[src/logic/tcc_pkg.sv]
// What this block does
// - three comparators, own setup, shared status
// - comparator runs only while enable bit set
// - pin enable drives result pin, else internal
// - result pin carries unsynchronised comparator result
// - result high when plus exceeds minus; invertible
// - edge select: any, falling, rising, none
// - event sets flag, blocks triggers until cleared
// - first event after enabling events takes any edge
// - plus input: reference or pin A
// - minus input: pin B, C, D or bandgap
// - status mirrors flags 10:8, results 2:0
// - idle stop bit halts all comparators in idle
// - unimplemented bits read as zero
// - reference select: pin reference or ladder output
// - bandgap source: full, half, pin; 11 also pin
// - ladder power bit
// - ladder output pin connect bit
// - ladder supply: reference pins or analog rails
// - five-bit ladder level, level/32 of span
`default_nettype none
package tcc_pkg;
  localparam int ADDR_W = 12;
  localparam logic [ADDR_W-1:0] OFS_SETUP_ONE = 12'h000;
  localparam logic [ADDR_W-1:0] OFS_SETUP_TWO = 12'h004;
  localparam logic [ADDR_W-1:0] OFS_SETUP_THREE = 12'h008;
  localparam logic [ADDR_W-1:0] OFS_GROUP_STATUS = 12'h00C;
  localparam logic [ADDR_W-1:0] OFS_LADDER_SETUP = 12'h010;
  localparam int NUM_CMP = 3;
  localparam logic [15:0] SETUP_WMASK = 16'hE2D3;
  localparam logic [15:0] LADDER_WMASK = 16'h07FF;
  localparam int STATUS_IDLE_BIT = 15;
  localparam int STATUS_FLAG_LSB = 8;
  localparam int STATUS_RESULT_LSB = 0;
  localparam logic [1:0] EDGE_NONE = 2'h0;
  localparam logic [1:0] EDGE_RISE = 2'h1;
  localparam logic [1:0] EDGE_FALL = 2'h2;
  localparam logic [1:0] EDGE_ANY = 2'h3;
  localparam logic [15:0] SETUP_RESET = 16'h0000;
  localparam logic [15:0] LADDER_RESET = 16'h0000;

  // layout equals the register word, bit 15 first
  typedef struct packed {
    logic comparator_enable;
    logic result_pin_enable;
    logic result_invert;
    logic [2:0] rsv_hi;
    logic event_flag;
    logic comparator_result;
    logic [1:0] event_edge_select;
    logic rsv_mid;
    logic plus_input_select;
    logic [1:0] rsv_lo;
    logic [1:0] minus_input_select;
  } tcc_setup_t;

  typedef struct packed {
    logic [4:0] rsv;
    logic ladder_or_pin_ref;
    logic [1:0] bandgap_source_select;
    logic ladder_power;
    logic ladder_pin_drive;
    logic ladder_supply_select;
    logic [4:0] ladder_level;
  } tcc_ladder_t;

  typedef struct packed {
    logic [NUM_CMP-1:0] comparator_power;
    logic [NUM_CMP-1:0] plus_input_select;
    logic [NUM_CMP-1:0][1:0] minus_input_select;
    logic ladder_or_pin_ref;
    logic [1:0] bandgap_source_select;
    logic ladder_power;
    logic ladder_pin_drive;
    logic ladder_supply_select;
    logic [4:0] ladder_level;
  } tcc_analog_t;

  typedef struct packed {
    logic [ADDR_W-1:0] paddr;
    logic psel;
    logic penable;
    logic pwrite;
    logic [31:0] pwdata;
    logic [3:0] pstrb;
  } tcc_apb_req_t;

  typedef struct packed {
    logic pready;
    logic [31:0] prdata;
    logic pslverr;
  } tcc_apb_rsp_t;

  typedef struct packed {
    tcc_setup_t [NUM_CMP-1:0] setup;
    logic idle_stop_all;
    tcc_ladder_t ladder;
    logic [NUM_CMP-1:0] sync_meta;
    logic [NUM_CMP-1:0] sync_res;
    logic [NUM_CMP-1:0] prev_res;
    logic [NUM_CMP-1:0] first_any;
    logic [NUM_CMP-1:0] trig;
    logic [31:0] rdata;
    logic err;
  } tcc_state_t;
endpackage : tcc_pkg
`default_nettype wire

[src/logic/tcc_ctrl.sv]
// Chosen here: register access over APB and the register addresses.
`timescale 1ns/1ps
`default_nettype none
module tcc_ctrl (
  input wire logic clk,
  input wire logic arst_n,
  input wire tcc_pkg::tcc_apb_req_t apb_req,
  output tcc_pkg::tcc_apb_rsp_t apb_rsp,
  input wire logic [tcc_pkg::NUM_CMP-1:0] analog_raw,
  input wire logic idle_mode,
  output tcc_pkg::tcc_analog_t analog_ctrl,
  output logic [tcc_pkg::NUM_CMP-1:0] result_pin,
  output logic [tcc_pkg::NUM_CMP-1:0] result_pin_oe,
  output logic [tcc_pkg::NUM_CMP-1:0] event_trigger
);
  import tcc_pkg::*;

  ////////////////////////////////////////////////////////////////////////
  // reset release
  logic rst_meta;
  logic rst_n;

  always_ff @(posedge clk or negedge arst_n) begin
    if (!arst_n) begin
      rst_meta <= 1'b0;
      rst_n <= 1'b0;
    end else begin
      rst_meta <= 1'b1;
      rst_n <= rst_meta;
    end
  end

  ////////////////////////////////////////////////////////////////////////
  // state
  tcc_state_t st_reg;
  tcc_state_t st_next;
  logic [NUM_CMP-1:0] hit_v;
  logic [NUM_CMP-1:0] run_v;
  logic [NUM_CMP-1:0] res_v;
  logic [NUM_CMP-1:0] wr_setup_v;
  logic [15:0] status_word;
  logic [15:0] rd_word;
  logic [15:0] lane_mask;
  logic setup_phase;
  logic access_phase;
  logic hit_any_reg;

  assign setup_phase = apb_req.psel && !apb_req.penable;
  assign access_phase = apb_req.psel && apb_req.penable;
  assign lane_mask = {{8{apb_req.pstrb[1]}}, {8{apb_req.pstrb[0]}}};

  always_comb begin
    tcc_setup_t s;
    logic rise;
    logic fall;
    logic taken;
    logic [15:0] wval;
    s = '0;
    rise = 1'b0;
    fall = 1'b0;
    taken = 1'b0;
    wval = '0;
    st_next = st_reg;
    hit_v = '0;
    run_v = '0;
    res_v = '0;
    wr_setup_v = '0;
    status_word = '0;
    rd_word = '0;
    hit_any_reg = 1'b0;

    // raw analog results are asynchronous
    st_next.sync_meta = analog_raw;
    st_next.sync_res = st_reg.sync_meta;

    // shared status view
    status_word[STATUS_IDLE_BIT] = st_reg.idle_stop_all;
    for (int i = 0; i < NUM_CMP; i++) begin
      status_word[STATUS_FLAG_LSB + i] = st_reg.setup[i].event_flag;
      status_word[STATUS_RESULT_LSB + i] =
        st_reg.setup[i].comparator_result;
    end

    // address decode, unmapped reads zero with error
    unique case (apb_req.paddr)
      OFS_SETUP_ONE: rd_word = st_reg.setup[0];
      OFS_SETUP_TWO: rd_word = st_reg.setup[1];
      OFS_SETUP_THREE: rd_word = st_reg.setup[2];
      OFS_GROUP_STATUS: rd_word = status_word;
      OFS_LADDER_SETUP: rd_word = st_reg.ladder;
      default: hit_any_reg = 1'b1;
    endcase

    // read data and error captured in setup phase
    if (setup_phase) begin
      st_next.rdata = {16'h0000, rd_word};
      st_next.err = hit_any_reg;
    end

    // writes take effect in the access phase
    if (access_phase && apb_req.pwrite) begin
      unique case (apb_req.paddr)
        OFS_SETUP_ONE: wr_setup_v[0] = 1'b1;
        OFS_SETUP_TWO: wr_setup_v[1] = 1'b1;
        OFS_SETUP_THREE: wr_setup_v[2] = 1'b1;
        OFS_GROUP_STATUS: begin
          if (apb_req.pstrb[1]) begin
            st_next.idle_stop_all = apb_req.pwdata[STATUS_IDLE_BIT];
          end
        end
        OFS_LADDER_SETUP: begin
          st_next.ladder = (st_reg.ladder & ~(LADDER_WMASK & lane_mask))
            | (apb_req.pwdata[15:0] & LADDER_WMASK & lane_mask);
        end
        default: begin
        end
      endcase
    end

    for (int i = 0; i < NUM_CMP; i++) begin
      s = st_reg.setup[i];
      // running only when enabled and not idle-stopped
      run_v[i] = s.comparator_enable
        && !(st_reg.idle_stop_all && idle_mode);
      if (!s.comparator_enable) begin
        res_v[i] = 1'b0;
      end else if (run_v[i]) begin
        res_v[i] = st_reg.sync_res[i] ^ s.result_invert;
      end else begin
        res_v[i] = s.comparator_result;
      end
      rise = res_v[i] && !st_reg.prev_res[i];
      fall = !res_v[i] && st_reg.prev_res[i];
      if (run_v[i] && s.event_edge_select != EDGE_NONE) begin
        if (st_reg.first_any[i]) begin
          hit_v[i] = rise || fall;
        end else begin
          unique case (s.event_edge_select)
            EDGE_RISE: hit_v[i] = rise;
            EDGE_FALL: hit_v[i] = fall;
            EDGE_ANY: hit_v[i] = rise || fall;
            default: hit_v[i] = 1'b0;
          endcase
        end
      end
      taken = hit_v[i] && !s.event_flag;
      st_next.prev_res[i] = res_v[i];
      st_next.trig[i] = taken;

      if (wr_setup_v[i]) begin
        wval = (s & ~(SETUP_WMASK & lane_mask))
          | (apb_req.pwdata[15:0] & SETUP_WMASK & lane_mask);
        s = wval;
        if (st_reg.setup[i].event_edge_select == EDGE_NONE
            && s.event_edge_select != EDGE_NONE) begin
          st_next.first_any[i] = 1'b1;
        end
      end
      if (taken) begin
        st_next.first_any[i] = 1'b0;
      end
      s.comparator_result = res_v[i];
      // hardware set beats a software clear in the same cycle
      if (hit_v[i]) begin
        s.event_flag = 1'b1;
      end
      st_next.setup[i] = s;
    end
  end

  always_ff @(posedge clk or negedge rst_n) begin
    if (!rst_n) begin
      st_reg <= '{setup: {NUM_CMP{SETUP_RESET}}, ladder: LADDER_RESET,
                  rdata: 32'h0000_0000, default: '0};
    end else begin
      st_reg <= st_next;
    end
  end

  ////////////////////////////////////////////////////////////////////////
  // outputs
  assign apb_rsp.pready = access_phase;
  assign apb_rsp.prdata = st_reg.rdata;
  assign apb_rsp.pslverr = access_phase && st_reg.err;
  assign event_trigger = st_reg.trig;

  always_comb begin
    for (int i = 0; i < NUM_CMP; i++) begin
      // pin path bypasses the synchroniser on purpose
      result_pin[i] = st_reg.setup[i].comparator_enable
        && (analog_raw[i] ^ st_reg.setup[i].result_invert);
      result_pin_oe[i] = st_reg.setup[i].comparator_enable
        && st_reg.setup[i].result_pin_enable;
      analog_ctrl.comparator_power[i] = run_v[i];
      analog_ctrl.plus_input_select[i] =
        st_reg.setup[i].plus_input_select;
      analog_ctrl.minus_input_select[i] =
        st_reg.setup[i].minus_input_select;
    end
    analog_ctrl.ladder_or_pin_ref = st_reg.ladder.ladder_or_pin_ref;
    analog_ctrl.bandgap_source_select =
      st_reg.ladder.bandgap_source_select;
    analog_ctrl.ladder_power = st_reg.ladder.ladder_power;
    analog_ctrl.ladder_pin_drive = st_reg.ladder.ladder_pin_drive;
    analog_ctrl.ladder_supply_select =
      st_reg.ladder.ladder_supply_select;
    analog_ctrl.ladder_level = st_reg.ladder.ladder_level;
  end

  for (genvar g = 0; g < NUM_CMP; g++) begin : g_chk

  end
endmodule : tcc_ctrl
`default_nettype wire

[config.mk]
export PLATFORM = sky130hd
export DESIGN_NAME = tcc_ctrl
export DESIGN_NICKNAME = d
export VERILOG_FILES = /design/src/logic/tcc_pkg.sv /design/src/logic/tcc_ctrl.sv
export SDC_FILE = /design/constraint.sdc
export NUM_CORES = 1
export LEC_CHECK = 0
export BUFFER_PORTS_ARGS = -buffer_cell sky130_fd_sc_hd__buf_4
export CAP_MARGIN = 25
export CORE_MARGIN = 1
export CORE_UTILIZATION = 25
export CTS_BUF_LIST = sky130_fd_sc_hd__clkbuf_4
export CTS_CLUSTER_SIZE = 10
export DETAILED_ROUTE_END_ITERATION = 8
export GPL_ROUTABILITY_DRIVEN = 0
export SLEW_MARGIN = 20
export SYNTH_ARGS = -nofsm -noshare
export SYNTH_HDL_FRONTEND = slang
export SYNTH_SLANG_ARGS = --single-unit
[constraint.sdc]
create_clock -name clk -period 2.69 [get_ports clk]
set_input_delay 0.538 -clock clk [delete_from_list [all_inputs] [get_ports clk]]
set_output_delay 0.538 -clock clk [all_outputs]
set_load 0.02 [all_outputs]
==> parameters.txt, run 1 <==
Parameter                              Value

Status
  Status    completed

Cells and area
  Post-route standard cell area excluding fillers    4550 um2
  Inserted Diodes    0
  Share of layout cells above drive strength 1    33.7%
  Final layout net count    476
  Utilization after layout    30.8%
  Area Overhead vs Synth    18.3%

Power
  Share of total power in the clock network    38.0%
  Combinational power share    7.6%
  Leakage component of the power    0.00223 uW
  Largest voltage drop on the vdd net    0.235 mV
  Fraction of power spent switching nets    24.8%
  Power density over cell area    439 nW/um2
  Sequential Power Share    54.3%
  Net switching power    496 uW
  Internal power of the cells    1500 uW

Yosys
  Number of warnings issued by yosys    0
  Mean area per synthesized cell    10.8 um2
  Biggest area contributors in the synthesized netlist    sky130_fd_sc_hd__dfrtp_1 46%, sky130_fd_sc_hd__buf_4 11%, sky130_fd_sc_hd__mux2_2 6.2%
  Register bit total from synthesis    71
  Number of cells produced by synthesis    356
  Post-synthesis sequential area ratio    46.2%
  Number of enable-type register cells in the synthesized netlist    0
  Proportion of register bits with asynchronous set or reset after synthesis    100%
  Total standard cell area after synthesis    3840 um2
  Number of distinct standard cells referenced by the synthesized netlist    48
  Cell accounting for the most synthesized area    sky130_fd_sc_hd__dfrtp_1
  Most frequently used flop master after synthesis    sky130_fd_sc_hd__dfrtp_1
  Area share of the largest cell type after synthesis    46.2%

Setup path
  Crit path cell chain    nand2_1 > and2_1 > buf_4
  Buffering stage count on the worst path with inverters included    1
  Delay of the slowest critical-path stage    0.42 ns
  Maximum fanout count along the critical path    9
  Cell with the biggest individual delay on the critical path    sky130_fd_sc_hd__dfrtp_1
  Start-to-end type of the worst setup path    reg -> out
  Startpoint kind of the worst setup timing path    flop
  CP top delay family    simple AND/OR/NAND/NOR gates
  Beginning of the worst register-to-register path    st_reg[64]
  Required time reported for the critical path endpoint    2.15 ns
  Startpoint of the most critical setup path    st_reg[64]
  Critical Path End Type    output pin
  Data arrival at the endpoint of the critical path    1.46 ns

CTS
  Clock latency at the later pin of the worst-skew pair    0.43 ns
  Setup Buffers After CTS    0
  Clock buffer count from CTS    9
  Number of levels the H-tree was split into    3
  Clock sinks    71
  Bufs on Longest Clock Path    2
  Clock root buffer    sky130_fd_sc_hd__clkbuf_4
  Reg clk slew, reported paths    0.12 ns
  CTS tree    yes

Route
  Initial drt markers    104
  Via-per-instance ratio    4.65
  Remaining number of nets flagged by the antenna check after routing    0
  # DRC    0
  Pre-antenna DRT Iters    4
  Final routed wirelength across all metal layers    9.89 mm
  Total number of vias    2800
  Wirelength per Cell    16.4 um

Floorplanning
  Horizontal die dimension    126 um
  Die area    15900 um2
  Initial core utilization    26.1%
  Row count    44
  I/O Pins    123
  Floorplan Core Area    14800 um2
  Height of the chip    126 um

Worst hold path
  Worst hold-check path type    in -> reg
  Hold path start    analog_raw[1]

Global routing
  Number of global-route vias before repair    2941
  Maximum number of pins on one net before global-route repair    39
  Number of antenna violations at the first check in global routing    0
  First-pass GRT wire length    15.6 mm
  Aggregate global routing overflow    0
  Total global-route track usage    12.9%

Placement
  Count of input and output buffers    84
  Cell Area, Placed    4380 um2
  Setup Slack @ Placement    0.283 ns
  Estimated wirelength of the detail-placed design    7.83 mm

Timing
  Total negative slack    0 ns
  Final count of pins violating max slew    0
  Min cycle time layout    2.00 ns
  Worst max-slew margin expressed relative to the limit    50.2%
  Post-route setup slack    0.691 ns
  Worst Hold Margin    0.223 ns
  RSZ-0062 raised after global routing    false
  Max Clk Rate    0.500 GHz
  Number of setup violations in the final report    0
  Ratio of final minimum period to clock period    74.3%
  Clock skew after layout    0.0147 ns
  Worst slew pin tran    0.748 ns
  Number of hold-slack violations in the final timing report    0

Job
  Max Cap Viol    0
path summary, 6_finish.rpt:
check / slack, ns / endpoint / cells after the start
hold reg to reg: 0.35 / async pin / 0
min in group asynchronous: 0.35 / async pin / 0
setup / recovery: 0.69 / analog_ctrl[20] / 3
hold / removal: 0.22 / st_next[43] / 1
setup reg to reg: 0.80 / st_reg[74] / 9
max in group asynchronous: 1.67 / st_reg[44] / 1
Yosys cell counts, types with 4 or more instances:
library cell               count
sky130_fd_sc_hd__a21oi_1       5
sky130_fd_sc_hd__a22o_1        4
sky130_fd_sc_hd__a22oi_1       5
sky130_fd_sc_hd__and2_1       10
sky130_fd_sc_hd__and3_1        5
sky130_fd_sc_hd__buf_4        56
sky130_fd_sc_hd__clkbuf_1      4
sky130_fd_sc_hd__dfrtp_1      71
sky130_fd_sc_hd__ha_1          6
sky130_fd_sc_hd__inv_1         7
sky130_fd_sc_hd__mux2_1       18
sky130_fd_sc_hd__mux2_2       21
sky130_fd_sc_hd__mux2i_1       8
sky130_fd_sc_hd__nand2_1      32
sky130_fd_sc_hd__nand3_1       7
sky130_fd_sc_hd__nand4_1       6
sky130_fd_sc_hd__nor2_1       17
sky130_fd_sc_hd__o211ai_1      8
sky130_fd_sc_hd__o21ai_0      10
what timing repair did:
action	4_1_cts	5_1_grt
resized for setup	0	0
endpoints found under the hold margin	2	0
hold buffers	1	0
cell usage in the layout (no fill, tap or decap), drive strengths merged, types with 2 or more instances in the layout:
cell / n
xor2: 3
and4: 2
clkinv: 4
o22a: 3
a21o: 3
inv: 7
nand4: 6
nor2: 20
o31ai: 2
nand2: 32
mux2i: 8
o22ai: 3
o21bai: 2
o21ai: 11
nor3: 4
mux2: 39
nand3: 7
xnor2: 3
buf: 90
a22o: 4
a21oi: 5
bufinv: 2
or4: 3
o211ai: 8
nor2b: 3
a22oi: 5
dfrtp: 71
o2111ai: 3
nor4: 6
conb: 19
clkbuf: 9
and2: 10
ha: 6
and3: 5
cell type report:
| type | instances | area [um2] |
|---|---|---|
| multi-input cells | 233 | 1660 |
| flip-flops and latches | 71 | 1780 |
| well taps | 184 | 230 |
| fillers | 1493 | 10200 |
| inverters | 7 | 26.3 |
| clock buffers | 9 | 67.6 |
| clock inverters | 7 | 87.6 |
| repair buffers | 91 | 698 |
cells by family after synthesis:
group,Yosys count,synth area share [%]
other,2,0.195
adders and majority gates,6,1.95
and+or+nand+nor,103,14.7
muxes,48,14.1
xor gates and xnor gates,6,1.37
buffers and inverters,69,12.2
DFF,71,46.2
AOI/OAI and AO/OA,51,9.18
per-layer routing:
layer  vias to the layer above  wire length, um  share of wire, %  global-route usage [%]
met1                      1392             4110                41                    15.3
met3                        17              606               6.1                    3.74
li1                       1312                -                 -                       -
met2                        79             4960                50                    21.9
met4                         0              222               2.2                    5.53
met5                         -                0                 0                       0
power groups by stage:
stage	registers, uW	logic, uW	clock network (uW)
after global routing	1090	165	830
after CTS	1090	153	788
final	1090	152	760
after floorplan	1110	85.2	0
after global placement	1110	149	0
after detailed placement	1110	151	0
stage by stage:
stage | std cells | power, uW
after detailed placement | 585 | 1260
after global placement | 585 | 1260
final | 602 | 2000
after global routing | 602 | 2080
after floorplan | 373 | 1200
after CTS | 602 | 2030
No activity file was read; power rests on OpenSTA's default activity.
==> run 2, diff against run 1 <==
clock period = 2.05 ns   (was 2.69 ns; I/O delays follow)
==> run 2 against run 1 <==
Register-to-register slack worse by 0.53 ns. Power up 33%. Cell count grew 3.5%. Utilization is 1.2 points higher. Critical path type unchanged. Critical endpoint is now result_pin[0]. Largest power group unchanged.
==> parameters.txt, run 2 (same netlist as run 1, synthesis figures left out) <==
Parameter                              Value

CTS
  Clock buffer count from CTS    9
  Number of levels the H-tree was split into    3
  Bufs on Longest Clock Path    2
  Clock root buffer    sky130_fd_sc_hd__clkbuf_4
  CTS tree    yes
  Clock latency at the later pin of the worst-skew pair    0.46 ns
  Reg clk slew, reported paths    0.11 ns
  Setup Buffers After CTS    0
  Clock sinks    71

Placement
  Count of input and output buffers    84
  Setup Slack @ Placement    -0.141 ns
  Estimated wirelength of the detail-placed design    7.95 mm
  Number of cells in the design after placement    606

Setup path
  Data arrival at the endpoint of the critical path    1.38 ns
  Crit path cell chain    xor2_1 > and2_1 > buf_4
  Start-to-end type of the worst setup path    reg -> out
  Required time reported for the critical path endpoint    1.64 ns
  Critical Path End Type    output pin
  Cell with the biggest individual delay on the critical path    sky130_fd_sc_hd__dfrtp_1
  Delay of the slowest critical-path stage    0.45 ns
  Startpoint kind of the worst setup timing path    flop
  Maximum fanout count along the critical path    4

Timing
  Number of hold-slack violations in the final timing report    0
  Final count of pins violating max slew    0
  Ratio of final minimum period to clock period    87.3%
  Worst Hold Margin    0.0750 ns
  Min cycle time layout    1.79 ns
  Worst slew pin tran    0.548 ns
  RSZ-0062 raised after global routing    false
  Post-route setup slack    0.261 ns
  Max Clk Rate    0.559 GHz
  Clock skew after layout    0.0211 ns
  Number of setup violations in the final report    0
  Worst max-slew margin expressed relative to the limit    63.1%

Cells and area
  Commonest cells after routing, fill and taps aside    109 x sky130_fd_sc_hd__buf_4, 70 x sky130_fd_sc_hd__dfrtp_1, 31 x sky130_fd_sc_hd__nand2_1
  Leading cell type in the layout, fill and taps excluded    sky130_fd_sc_hd__buf_4
  Post-Layout Cell Count    623
  Inserted Diodes    0
  Final layout net count    497
  Area Overhead vs Synth    22.8%
  Layout fillers    1489
  Share of layout cells above drive strength 1    36.7%

Route
  Total number of vias    2830
  Remaining number of nets flagged by the antenna check after routing    0
  Initial drt markers    164
  # DRC    0
  Wirelength per Cell    16.0 um
  Via-per-instance ratio    4.54
  Pre-antenna DRT Iters    4
  Final routed wirelength across all metal layers    10.0 mm

Global routing
  Busiest layer in global routing    met2
  Number of antenna violations at the first check in global routing    0
  Number of global-route vias before repair    3031
  First-pass GRT wire length    16.0 mm
  Global routing usage on met1    15.3%
  Met3 layer usage reported by global route    4.55%
  Maximum number of pins on one net before global-route repair    34
  Aggregate global routing overflow    0
  Met2 demand-to-capacity share in global routing    22.2%
  Total global-route track usage    13.4%

Floorplanning
  Height of the chip    126 um
  Initial core utilization    26.1%
  Horizontal die dimension    126 um
  Row count    44
  Die area    15900 um2
  Floorplan Core Area    14800 um2
  I/O Pins    123

Power
  Total chip power    2650 uW
  Power density over cell area    561 nW/um2
  Largest voltage drop on the vdd net    0.214 mV
  Leakage component of the power    0.00234 uW

Job
  Max Cap Viol    0

Status
  Status    completed

Worst hold path
  Worst hold-check path type    in -> reg
-- run 2: final timing paths --
kind / from / endpoint / slack, ns / cells after the start
setup / recovery: flop / result_pin[0] / 0.26 / 3
hold / removal: analog_raw[0] / st_next[42] / 0.07 / 1
setup reg to reg: flop / st_reg[37] / 0.27 / 9
hold reg to reg: rst_n / event_trigger[0] / 0.13 / 0
max in group asynchronous: rst_n / st_reg[41] / 1.26 / 1
min in group asynchronous: rst_n / event_trigger[0] / 0.13 / 0
-- run 2: what timing repair did --
| action | 4_1_cts | 5_1_grt |
|---|---|---|
| gates resized for setup | 0 | 1 |
| hold buffers | 1 | 0 |
| endpoints found under the hold margin | 2 | 0 |
| endpoints found under the setup margin | 0 | 2 |
-- run 2: layout make-up --
cell class	count	area (um2)	area share (%)
sequential	71	1780	37.7
clock buffer	11	82.6	1.75
timing repair buffer	112	868	18.4
clock inverter	5	72.6	1.54
inverter	7	26.3	0.557
multi-input combinational	233	1660	35.2
tap	184	230	4.88
-- run 2: where the power goes --
group          switching [uW]  internal [uW]  total, uW
registers                7.50           1410       1420
logic                     133           87.9        221
clock network             498            512       1010
-- run 2: routing by layer --
metal | up-vias | part of all wire [%]
met5 | - | 0
met4 | 0 | 3.2
met3 | 24 | 6.2
met2 | 90 | 48
met1 | 1360 | 42
li1 | 1356 | -
-- run 2: worst max-delay path, delay by kind of cell (launching register included) --
family	cells	cell delay (ns)
flip-flops	1	0.45
AND/OR/NAND/NOR	1	0.16
buffers and inverters	1	0.15
XOR/XNOR	1	0.17
-- run 2: metrics by stage --
stage,utilization [%],TNS [ns],area (um2)
2_1_floorplan,-,0,3910
3_3_place_gp,30.9,-1.79,4550
3_5_place_dp,30.9,-1.90,4550
4_1_cts,32.0,0,4720
5_1_grt,32.0,0,4720
6_report,32.0,0,4720
==> run 3, diff against run 2 <==
GPL_TIMING_DRIVEN = 0   (was unset)
==> run 3 against run 2 <==
Via count increased by 5.9%. Worst setup slack got worse by 0.19 ns. Cell area increased by 5.0%. Sequential share of layout area decreased by 1.7 points. Clock power decreased by 12%. Sequential cell count unchanged. Sequential power about the same. Combinational power increased by 8%. Power decreased by 4.0%.
==> parameters.txt, run 3 (same netlist as run 1, synthesis figures left out) <==
Parameter                              Value

Status
  Status    completed

Global routing
  First-pass GRT wire length    16.7 mm
  Number of global-route vias before repair    3158
  Maximum number of pins on one net before global-route repair    58
  Aggregate global routing overflow    0
  Number of antenna violations at the first check in global routing    0
  Total global-route track usage    13.9%

Power
  Total chip power    2540 uW
  Power density over cell area    513 nW/um2
  Largest voltage drop on the vdd net    0.228 mV
  Leakage component of the power    0.00251 uW

CTS
  Number of levels the H-tree was split into    3
  Clock latency at the later pin of the worst-skew pair    0.43 ns
  Reg clk slew, reported paths    0.12 ns
  Clock sinks    71
  Bufs on Longest Clock Path    2
  Clock buffer count from CTS    9
  Clock root buffer    sky130_fd_sc_hd__clkbuf_4
  Setup Buffers After CTS    0
  CTS tree    yes

Cells and area
  Share of layout cells above drive strength 1    40.5%
  Post-route standard cell area excluding fillers    4950 um2
  Leading cell type in the layout, fill and taps excluded    sky130_fd_sc_hd__buf_4
  Area Overhead vs Synth    28.9%
  Final layout net count    532
  Inserted Diodes    0
  Commonest cells after routing, fill and taps aside    139 x sky130_fd_sc_hd__buf_4, 70 x sky130_fd_sc_hd__dfrtp_1, 32 x sky130_fd_sc_hd__nand2_1
  Post-Layout Cell Count    658

Route
  Via-per-instance ratio    4.55
  Remaining number of nets flagged by the antenna check after routing    0
  Total number of vias    2996
  Final routed wirelength across all metal layers    10.5 mm
  Initial drt markers    160
  Pre-antenna DRT Iters    4
  Wirelength per Cell    15.9 um
  # DRC    0

Setup path
  Critical Path End Type    flop
  Required time reported for the critical path endpoint    2.38 ns
  Setup slack of the most critical reg-to-reg path    0.16 ns
  Maximum fanout count along the critical path    7
  Startpoint kind of the worst setup timing path    primary input
  Data arrival at the endpoint of the critical path    2.31 ns
  Start-to-end type of the worst setup path    in -> reg

Timing
  RSZ-0062 raised after global routing    false
  Min cycle time layout    1.98 ns
  Worst max-slew margin expressed relative to the limit    46.1%
  Number of setup violations in the final report    0
  Clock skew after layout    0.0117 ns
  Final count of pins violating max slew    0
  Number of hold-slack violations in the final timing report    0
  Total negative slack    0 ns
  Worst slew pin tran    0.802 ns
  Ratio of final minimum period to clock period    96.5%
  Max Clk Rate    0.506 GHz

Job
  Max Cap Viol    0

Placement
  Count of input and output buffers    83
  Cell Area, Placed    4790 um2
  Number of cells in the design after placement    641
  Estimated wirelength of the detail-placed design    8.22 mm

Floorplanning
  Horizontal die dimension    126 um
  Height of the chip    126 um
  Initial core utilization    26.1%
  Floorplan Core Area    14800 um2
  Die area    15900 um2
  I/O Pins    123
  Row count    44

Worst hold path
  Worst hold-check path type    in -> reg
run 3: layer usage:
metal	routed length, um	vias up	GRT usage (%)	share of wire, %
li1	-	1422	-	-
met1	4420	1469	16.1	42
met2	5310	87	24.0	51
met3	534	18	3.40	5.1
met4	227	0	6.80	2.2
met5	0	-	0	0
run 3: area by class of cell:
class	instances	area, um2
Tap cell	184	230
Fill cell	1515	9800
Clock buffer	10	75.1
Inverter	7	26.3
Timing Repair Buffer	85	661
Sequential cell	71	1780
Clock inverter	6	51.3
Multi-Input combinational cell	233	1690
Buffer	62	444
run 3: worst max-delay path, stage by stage:
cell and delay, ns:
sky130_fd_sc_hd__buf_4 0.14, sky130_fd_sc_hd__nor3_1 0.67, sky130_fd_sc_hd__nand4_1 0.29, sky130_fd_sc_hd__nor2_2 0.41, sky130_fd_sc_hd__mux2_2 0.39
run 3: final timing paths:
path / startpoint / endpoint / cells past startpoint
hold reg to reg: rst_n / st_reg[37] / 0
setup / recovery: apb_req[43] / flop / 5
max in group asynchronous: rst_n / async pin / 1
hold / removal: analog_raw[2] / st_next[44] / 1
setup reg to reg: st_reg[64] / st_reg[37] / 9
min in group asynchronous: rst_n / st_reg[37] / 0
run 3: power by group:
group | internal [uW] | total, uW | switching [uW]
clock network | 370 | 886 | 516
logic | 100 | 239 | 139
registers | 1410 | 1420 | 8.91
total | 1880 | 2540 | 663
run 3: repair_timing:
item                       in CTS  in global routing
gates resized for setup         2                  2
hold buffers                    1                  0
hold endpoints to repair        2                  0
setup endpoints to repair       9                 13
run 3: per-stage QoR:
step                setup slack [ns]  util (%)  hold WS [ns]
floorplan                      0.154         -         0.114
global placement              -0.506      32.3         0.194
detailed placement            -0.528      32.5         0.187
CTS                           0.0147      33.5        0.0632
global route                  0.0323      33.6        0.0523
finish                        0.0720      33.6        0.0939
